[src/hw/atm_map.vh]
// register map, field positions, reset values and codes of the tone/mute/polarity bank
// Summary of operation
// mode bits 15:14 pick flat, minimum, maximum
// host never writes mode code 10
// treble bits 13:12 give 0 to 6 dB
// flat set forces zero treble and bass
// bass bits 11:8, minimum saturates 18 dB
// maximum set bass saturates at 24 dB
// mute bit 15 selects quick mute
// mute bit 14 or mute pin mutes
// mute bit 13 selects 6 dB gain
// host keeps mute bits 10:8 zero
// polarity bit 15 inverts converter output
// host keeps polarity fixed bits as required
// input settings reset bits 3,2 set
// input bit 3 folds format into lock
// input bit 2 mutes on burst preambles
// tone register sits at address 12H
`ifndef ATM_MAP_VH
`define ATM_MAP_VH
`define ATM_ADDR_TONE     8'h12
`define ATM_ADDR_MUTE     8'h13
`define ATM_ADDR_POL      8'h14
`define ATM_ADDR_INPUT    8'h30
`define ATM_TONE_RESET    16'h0000
`define ATM_MUTE_RESET    16'h4000
`define ATM_POL_RESET     16'h4200
`define ATM_INPUT_RESET   16'h000C
`define ATM_MODE_HI       15
`define ATM_MODE_LO       14
`define ATM_TREBLE_HI     13
`define ATM_TREBLE_LO     12
`define ATM_BASS_HI       11
`define ATM_BASS_LO       8
`define ATM_FAST_BIT      15
`define ATM_SILENCE_BIT   14
`define ATM_GAIN_BIT      13
`define ATM_INVERT_BIT    15
`define ATM_COMBINE_BIT   3
`define ATM_PREAMBLE_BIT  2
`define ATM_MODE_FLAT     2'h0
`define ATM_MODE_MIN      2'h1
`define ATM_MODE_ODD      2'h2
`define ATM_MODE_MAX      2'h3
`define ATM_BASS_MIN_CAP  5'h12
`define ATM_BASS_MAX_CAP  5'h18
`endif

[src/hw/atm_regs.v]
// write-only tone, mute, polarity and input receiver control register bank
`timescale 1ns/1ps
`include "atm_map.vh"
module atm_regs (
  input  wire        clk,              // 100 MHz system clock
  input  wire        srst,             // synchronous reset, active high
  input  wire        wr_en,            // one-cycle register write strobe
  input  wire [7:0]  wr_addr,          // register address
  input  wire [15:0] wr_data,          // register write data
  input  wire        mute_pin,         // external mute pin, high mutes
  input  wire        decoder_lock,     // raw receiver lock
  input  wire        pcm_detected,     // receiver sees plain audio samples
  input  wire        preamble_seen,    // burst preambles detected in stream
  output reg  [1:0]  filter_set,       // active filter set
  output reg  [2:0]  treble_level,     // treble boost in dB
  output reg  [4:0]  bass_level,       // bass boost in dB
  output reg         fast_silence_select, // quick mute when high
  output reg         silence_request,  // mute the audio output
  output reg         interp_gain_select, // 6 dB interpolator gain when high
  output reg         output_invert,    // invert converter output
  output reg         lock_indicator,   // combined lock indicator
  output reg         preamble_auto_silence_en // preamble auto mute enabled
);
  // write timing: word stored at the write edge
  // outputs reload one edge later, two edges in all
  // pins pass one flop, outputs follow a pin in one edge
  // unmapped addresses dropped, nothing reads back
  // host-only fixed bits stored as written, not policed
  // low byte of the tone word stored but unused
  // mute comes up asserted, so no sound before setup
  // lock held low in reset until the pins are flopped

  // stored register words
  reg  [15:0] tone_reg;       // tone filter settings
  reg  [15:0] mute_reg;       // mute and gain control
  reg  [15:0] pol_reg;        // output polarity control
  reg  [15:0] input_reg;      // input receiver settings

  // per-register write strobes
  wire        hit_tone;       // write aimed at the tone word
  wire        hit_mute;       // write aimed at the mute word
  wire        hit_pol;        // write aimed at the polarity word
  wire        hit_input;      // write aimed at the input word

  // tone figures from the decoder
  wire [1:0]  set_dec;        // decoded filter set
  wire [2:0]  treble_dec;     // decoded treble boost
  wire [4:0]  bass_dec;       // decoded bass boost

  // single-bit fields of the stored words
  wire        fast_bit;       // quick mute selected
  wire        silence_bit;    // host mute request
  wire        gain_bit;       // 6 dB interpolator gain
  wire        invert_bit;     // output polarity inverted
  wire        combine_bit;    // format status folded into lock
  wire        preamble_bit;   // preamble auto mute enabled

  // partial and next values of the combined outputs
  reg         pin_mute;       // mute asked for by the pin
  reg         preamble_mute;  // mute asked for by burst preambles
  reg         silence_next;   // next mute request
  reg         lock_next;      // next lock indicator

  // address match, unmapped addresses hit nothing
  assign hit_tone  = wr_en & (wr_addr == `ATM_ADDR_TONE);
  assign hit_mute  = wr_en & (wr_addr == `ATM_ADDR_MUTE);
  assign hit_pol   = wr_en & (wr_addr == `ATM_ADDR_POL);
  assign hit_input = wr_en & (wr_addr == `ATM_ADDR_INPUT);

  // tone word, flat set and no boost after reset
  always @(posedge clk) begin
    if (srst) begin
      tone_reg <= `ATM_TONE_RESET;
    end else if (hit_tone) begin
      tone_reg <= wr_data;            // whole word kept
    end
  end

  // mute word, muted and soft mute after reset
  always @(posedge clk) begin
    if (srst) begin
      mute_reg <= `ATM_MUTE_RESET;
    end else if (hit_mute) begin
      mute_reg <= wr_data;            // fixed bits kept as written
    end
  end

  // polarity word, not inverted after reset
  always @(posedge clk) begin
    if (srst) begin
      pol_reg <= `ATM_POL_RESET;
    end else if (hit_pol) begin
      pol_reg <= wr_data;             // fixed bits kept as written
    end
  end

  // input word, combine and preamble mute on after reset
  always @(posedge clk) begin
    if (srst) begin
      input_reg <= `ATM_INPUT_RESET;
    end else if (hit_input) begin
      input_reg <= wr_data;           // whole word kept
    end
  end

  // field taps on the stored words
  assign fast_bit     = mute_reg[`ATM_FAST_BIT];
  assign silence_bit  = mute_reg[`ATM_SILENCE_BIT];
  assign gain_bit     = mute_reg[`ATM_GAIN_BIT];
  assign invert_bit   = pol_reg[`ATM_INVERT_BIT];
  assign combine_bit  = input_reg[`ATM_COMBINE_BIT];
  assign preamble_bit = input_reg[`ATM_PREAMBLE_BIT];

  // tone field decode, flat set forces zero boost inside
  atm_tone_decode u_dec (
    .mode      (tone_reg[`ATM_MODE_HI:`ATM_MODE_LO]),
    .treble    (tone_reg[`ATM_TREBLE_HI:`ATM_TREBLE_LO]),
    .bass      (tone_reg[`ATM_BASS_HI:`ATM_BASS_LO]),
    .set_sel   (set_dec),
    .treble_db (treble_dec),
    .bass_db   (bass_dec)
  );

  // mute request and lock indicator, each from its sources
  always @* begin
    pin_mute      = mute_pin;                              // pin mutes while high
    preamble_mute = preamble_bit & preamble_seen;
    silence_next  = silence_bit | pin_mute | preamble_mute;
    if (combine_bit) begin
      lock_next = decoder_lock & pcm_detected;             // format status folded in
    end else begin
      lock_next = decoder_lock;                            // raw lock only
    end
  end

  // filter set seen by the tone filters
  // reset shows the flat set
  always @(posedge clk) begin
    if (srst) begin
      filter_set <= `ATM_MODE_FLAT;
    end else begin
      filter_set <= set_dec;
    end
  end

  // treble boost in dB
  // zero in reset and in the flat set
  always @(posedge clk) begin
    if (srst) begin
      treble_level <= 3'h0;
    end else begin
      treble_level <= treble_dec;
    end
  end

  // bass boost in dB, already saturated
  // zero in reset and in the flat set
  always @(posedge clk) begin
    if (srst) begin
      bass_level <= 5'h00;
    end else begin
      bass_level <= bass_dec;
    end
  end

  // mute style select
  // soft mute after reset
  always @(posedge clk) begin
    if (srst) begin
      fast_silence_select <= 1'b0;
    end else begin
      fast_silence_select <= fast_bit;
    end
  end

  // mute request to the output stage
  // asserted through reset
  always @(posedge clk) begin
    if (srst) begin
      silence_request <= 1'b1;
    end else begin
      silence_request <= silence_next;
    end
  end

  // interpolator gain select
  // 0 dB after reset
  always @(posedge clk) begin
    if (srst) begin
      interp_gain_select <= 1'b0;
    end else begin
      interp_gain_select <= gain_bit;
    end
  end

  // converter output polarity
  // not inverted after reset
  always @(posedge clk) begin
    if (srst) begin
      output_invert <= 1'b0;
    end else begin
      output_invert <= invert_bit;
    end
  end

  // combined lock indicator
  // held low through reset
  always @(posedge clk) begin
    if (srst) begin
      lock_indicator <= 1'b0;
    end else begin
      lock_indicator <= lock_next;
    end
  end

  // preamble auto mute enable, shown to the receiver
  // enabled after reset
  always @(posedge clk) begin
    if (srst) begin
      preamble_auto_silence_en <= 1'b1;
    end else begin
      preamble_auto_silence_en <= preamble_bit;
    end
  end
endmodule

[src/hw/atm_tone_decode.v]
// decoder from tone register fields to treble and bass boost in dB
`timescale 1ns/1ps
`include "atm_map.vh"
module atm_tone_decode (
  input  wire [1:0] mode,       // filter set code
  input  wire [1:0] treble,     // treble code
  input  wire [3:0] bass,       // bass code
  output reg  [1:0] set_sel,    // 0 flat, 1 minimum, 3 maximum
  output reg  [2:0] treble_db,  // treble boost in dB
  output reg  [4:0] bass_db     // bass boost in dB
);
  reg [4:0] raw_db;  // unsaturated bass figure, two per step

  // combinational decode of the filter set and boost figures
  always @* begin
    raw_db    = {bass, 1'b0};
    set_sel   = mode;
    treble_db = 3'h0;
    bass_db   = 5'h00;
    case (mode)
      `ATM_MODE_FLAT: begin
        set_sel = `ATM_MODE_FLAT;  // zero boost in flat set
      end
      `ATM_MODE_MIN, `ATM_MODE_ODD: begin
        set_sel   = `ATM_MODE_MIN;  // undefined code treated as minimum
        treble_db = {treble, 1'b0};
        bass_db   = (raw_db > `ATM_BASS_MIN_CAP) ? `ATM_BASS_MIN_CAP : raw_db;
      end
      `ATM_MODE_MAX: begin
        set_sel   = `ATM_MODE_MAX;
        treble_db = {treble, 1'b0};
        bass_db   = (raw_db > `ATM_BASS_MAX_CAP) ? `ATM_BASS_MAX_CAP : raw_db;
      end
      default: begin
        set_sel = `ATM_MODE_FLAT;
      end
    endcase
  end
endmodule

[config.mk]
export PLATFORM = sky130hd
export DESIGN_NAME = atm_regs
export DESIGN_NICKNAME = d
export VERILOG_FILES = /design/src/hw/atm_regs.v /design/src/hw/atm_tone_decode.v
export VERILOG_INCLUDE_DIRS = /design/src /design/src/hw
export SDC_FILE = /design/constraint.sdc
export NUM_CORES = 1
export LEC_CHECK = 0
export BUFFER_PORTS_ARGS = -buffer_cell sky130_fd_sc_hd__buf_2
export CAP_MARGIN = 20
export CORE_ASPECT_RATIO = 1.2
export CORE_MARGIN = 8
export CORE_UTILIZATION = 52
export CTS_BUF_LIST = sky130_fd_sc_hd__clkbuf_2
export DETAILED_ROUTE_END_ITERATION = 10
export HOLD_SLACK_MARGIN = 0.1
export PLACE_DENSITY_LB_ADDON = 0.25
export REMOVE_ABC_BUFFERS = 1
export SETUP_SLACK_MARGIN = 0.15
export SYNTH_ARGS = -nofsm -noshare
export SYNTH_HDL_FRONTEND = slang
export SYNTH_SLANG_ARGS = --single-unit
[constraint.sdc]
create_clock -name clk -period 3.2 [get_ports clk]
set_clock_uncertainty 0.15 [all_clocks]
set_input_delay 0.8 -clock clk [delete_from_list [all_inputs] [get_ports clk]]
set_output_delay 0.8 -clock clk [all_outputs]
set_load 0.01 [all_outputs]
After elaboration in Yosys (flattened, before gate mapping):

Index checks and enable logic that the tools add are counted.

* memories kept: 0
* bits in latches: 0
* bits in writable memories: 0
* word-level logic and storage cells: 41
* output and inout bits: 16
* bits in registers: 68
* memory bits (read-only): 0

* bitwise logic cells: 9
* $lt $le $gt $ge: 2
* equality and inequality tests: 7
* multiplexer cells: 5
* shift-type cells: 0
* reductions and logical operators: 4
* divide/modulo/power cells: 0
* $mul: 0
* add/subtract/negate cells: 0

Operators with widths (number)
* 8-bit by 5-bit == test with 1-bit output, second input constant: 3
* 5-bit greater-than comparator, second input constant: 2
* 5-bit 2-to-1 mux: 2
* 5-bit case mux with 2 select lines: 1
* 8-bit by 6-bit == test with 1-bit output, second input constant: 1
* 1-bit AND: 6
* 2-bit case mux with 3 select lines: 1
* 2-bit == test, second input constant: 2
* 2-bit OR reduction: 2
* 3-bit OR reduction: 1
* 2-bit by 1-bit == test with 1-bit output, second input constant: 1
* 2-bit zero test: 1
* 1-bit bitwise OR: 2
* 1-bit 2-to-1 mux: 1
* 1-bit inverter: 1

Logic depth before layout (Yosys ltp):

* depth in word-level cells: 4
* gate-level depth with buffers: 5
* gate-level depth less buffers: 5

Modules after synthesis:

Synthesis repeated with hierarchy kept, for this count alone.

* cell total of the unflattened synthesis: 125
* area total of the unflattened synthesis: 1305.0 µm²

By module, submodules not included
* atm_regs: cells each 103, area each 1129.8 µm², instances 1
* atm_tone_decode: cells each 22, area each 175.2 µm², instances 1

Worst setup path after synthesis:

Ideal clock, no wire load.

* kind: in2reg
* start: in wr_addr[5]
* end: reg tone_reg[15]
* required time: 2.963 ns
* path buffers: 0
* setup time: 0.087 ns
* path slack: 1.059 ns
* stages on the path: 3
* data arrival time: 1.904 ns
* cell sequence: or4b_1 -> or4_1 -> o31ai_1

* cells in the longest elaborated chain, start to end: 2

RTL lines
* start: declaration: line atm_regs.v:8 `input wire [7:0] wr_addr,`
* 8-bit by 5-bit == test with 1-bit output (no source line)
* 1-bit AND: line atm_regs.v:65 `` assign hit_tone = wr_en & (wr_addr == `ATM_ADDR_TONE); ``
* end signal: assignment: line atm_regs.v:73 `` tone_reg <= `ATM_TONE_RESET; ``
* end signal: assignment: line atm_regs.v:75 `tone_reg <= wr_data;`
* end: declaration: line atm_regs.v:34 `reg [15:0] tone_reg;`

No other way between the ends.
A chain may end at the register's enable or synchronous reset.

Worst setup path in the final report:

Ends and elaborated chain as after synthesis.

==> impl_metrics.tcl <==
set metrics [dict create \
    seq_area_um2 561 \
    firstDrtPassIters 4 \
    end_kind "flip-flop" \
    grt_use_total_pct 12.9 \
    finalSetupViolCount 0 \
    postRouteAntennaNets 0 \
    drt_wl_total_um 2290 \
    vias 934 \
    crit_start "wr_addr[5]" \
    place_congestion 0.776 \
    synth-seq-cells 28 \
    r2r_end "bass_level[3]" \
    clk_pin_slew_ns 0.22 \
    pwr-share-clk_pct 24.2 \
    tritoncts "built" \
    min_path_type "flip-flop to flip-flop" \
    layout-drive-gt1-share_pct 28.0 \
    met2_wirelength_um 1150 \
    period_share_pct 67.3 \
    synth_area_um2 1110 \
    multiInputGateArea_um2 499 \
    hold_viol_final 0 \
    fillers 164 \
    yosysWarnings 0 \
    final_cell_mix "38 x buf_2, 28 x dfxtp_1, 10 x nor2_1, 10 x o31ai_1, 7 x a21oi_1" \
    endpoint "tone_reg[15]" \
    drv_slew 0 \
    cts.repair.resized 0 \
    fin_setup_tns_ns 0 \
    powerDensity_nw_per_um2 384 \
    yosys.area.top_type_share_pct 50.3 \
    ys_seq_area_share_pct 50.3 \
    insertion_delay_ns 0.35 \
    drc 0 \
    final_nets 185 \
    die_height_um 66.7 \
    synth_cell_types 30 \
    post-place-ws_ns 0.683 \
    clock_path_buffers 2 \
    setup.worst_path.start_class "primary input" \
    leakagePower_nw 0.550 \
    fp.dieW_um 58.2 \
    m1WireLength_um 938 \
    cp_data_arrival_time_ns 2.29 \
    internal_power_mw 0.393 \
    ys_async_sr_fraction_pct 0 \
    synth.avg_cell_area_um2 9.77 \
    post_cts_buffers 0 \
    p_comb_share_pct 7.1 \
    hold_ws_ns 0.331 \
    num_rows 18 \
    dr_wl_met3_um 161 \
    die-area_um2 3880 \
    ir_drop_mv 0.281 \
    wl_per_cell_um 12.7 \
    cts_hold_buf 0 \
    overflow 0 \
    maxCapViolCount 0 \
    numCtsBuffers 3 \
    crit_type "primary input to flip-flop" \
    cp_data_required_time_ns 3.33 \
    ys.flop_type "dfxtp_1" \
    r2r.worst_path.cells 4 \
    grt_max_degree 24 \
    n_antenna_cell 0 \
    io_pins 47 \
    tightest_slew_ns 0.620 \
    highest_layer "met4" \
    largest_reg_flops 8 \
    port-buffer-count 38 \
    antenna_found_initial 0 \
    p_sw_share_pct 23.0 \
    drt_iter0_drc 20 \
    final_common_cell "buf_2" \
    yosysTopAreaCell "dfxtp_1" \
    netlist_top_cells_area "dfxtp_1 50%, o31ai_1 6.7%, mux2i_1 3.6%" \
    clock.fmax_ghz 0.464 \
    initial_core_util_pct 54.3 \
    rsz0062_at_grt "false" \
    r2r-start "tone_reg[14]" \
    area_growth_pct 19.3 \
    core_um2 2050 \
    layout_min_cycle_time_ns 2.15 \
    fin_ws_ns 1.05 \
    rrSetupSlack_ns 1.72 \
    dp_hpwl_um 1830 \
    clock_sinks 28 \
    first_global_vias 969 \
    synth_enable_flop_cells 0 \
    grt_pass1_wl_um 3950 \
    pwr-share-seq_pct 68.7 \
    relSlewSlack_pct 58.6 \
    vias_per_cell 5.19 \
    synthCells 114 \
    cts-htree-levels 1 \
    status "complete, no violations" \
    switching_power_mw 0.117 \
    crit_fanout 12 \
    cts_root_buffer "clkbuf_2" \
]
-- cell type report --
class | count | area share [%]
inverters | 6 | 1.69
flip-flops and latches | 28 | 42.2
repair buffers | 38 | 14.3
clock buffers | 3 | 1.13
well taps | 30 | 2.82
multi-input cells | 74 | 37.6
clock inverters | 1 | 0.282
-- metrics by stage --
stage               utilization (%)  power, mW  area (um^2)  instances
floorplan                         -      0.369         1080        108
global placement               63.9      0.392         1310        176
detailed placement             63.9      0.393         1310        176
CTS                            64.8      0.517         1330        180
global route                   64.8      0.537         1330        180
finish                         64.8      0.511         1330        180
-- worst max-delay path, stage by stage --
cell,delay (ns)
buf_2,0.11
or4b_1,0.73
or4_1,0.57
o31ai_1,0.08
-- worst min-delay path by stage --
| stage | cells past startpoint | start | slack, ns | to |
|---|---|---|---|---|
| global placement | 1 | mute_reg[14] | 0.28 | silence_request |
| finish | 1 | mute_reg[14] | 0.33 | silence_request |
| CTS | 1 | mute_reg[15] | 0.33 | fast_silence_select |
| global route | 1 | pol_reg[15] | 0.35 | output_invert |
| detailed placement | 1 | mute_reg[14] | 0.28 | silence_request |
| floorplan | 1 | mute_reg[14] | 0.26 | silence_request |
-- metal layers --
layer | GRT usage [%] | vias up
li1 | - | 472
met1 | 12.9 | 423
met2 | 23.7 | 34
met3 | 3.47 | 5
met4 | 6.44 | 0
met5 | 0 | -
-- cells by family after synthesis --
group                      Yosys count  share of synthesized area (%)
other                                1                          0.337
muxes                                4                           3.60
and+or+nand+nor                     40                           22.6
AOI/OAI and AO/OA                   25                           14.6
DFF                                 28                           50.3
buffers and inverters               13                           5.17
adders and majority gates            3                           3.37
-- synth_stat cells, types with 2 or more instances --
library cell and number:
nor2b_1 6, nor3_1 2, dfxtp_1 28, a21oi_1 7, mux2i_1 4, nand2_1 2
ha_1 3, nand2b_1 3, o31ai_1 10, buf_4 2, clkbuf_1 3, nand4_1 6
inv_1 6, o21ai_0 5, nor2_1 10, or4b_1 2, and2_1 2
-- power by group through the flow --
| stage | clock network (mW) | logic (mW) | registers (mW) |
|---|---|---|---|
| after global routing | 0.145 | 0.0407 | 0.352 |
| after floorplan | 0 | 0.0114 | 0.358 |
| after global placement | 0 | 0.0350 | 0.357 |
| after detailed placement | 0 | 0.0359 | 0.357 |
| after CTS | 0.130 | 0.0361 | 0.351 |
| final | 0.124 | 0.0363 | 0.351 |
Power figures use the tool's default switching activity.
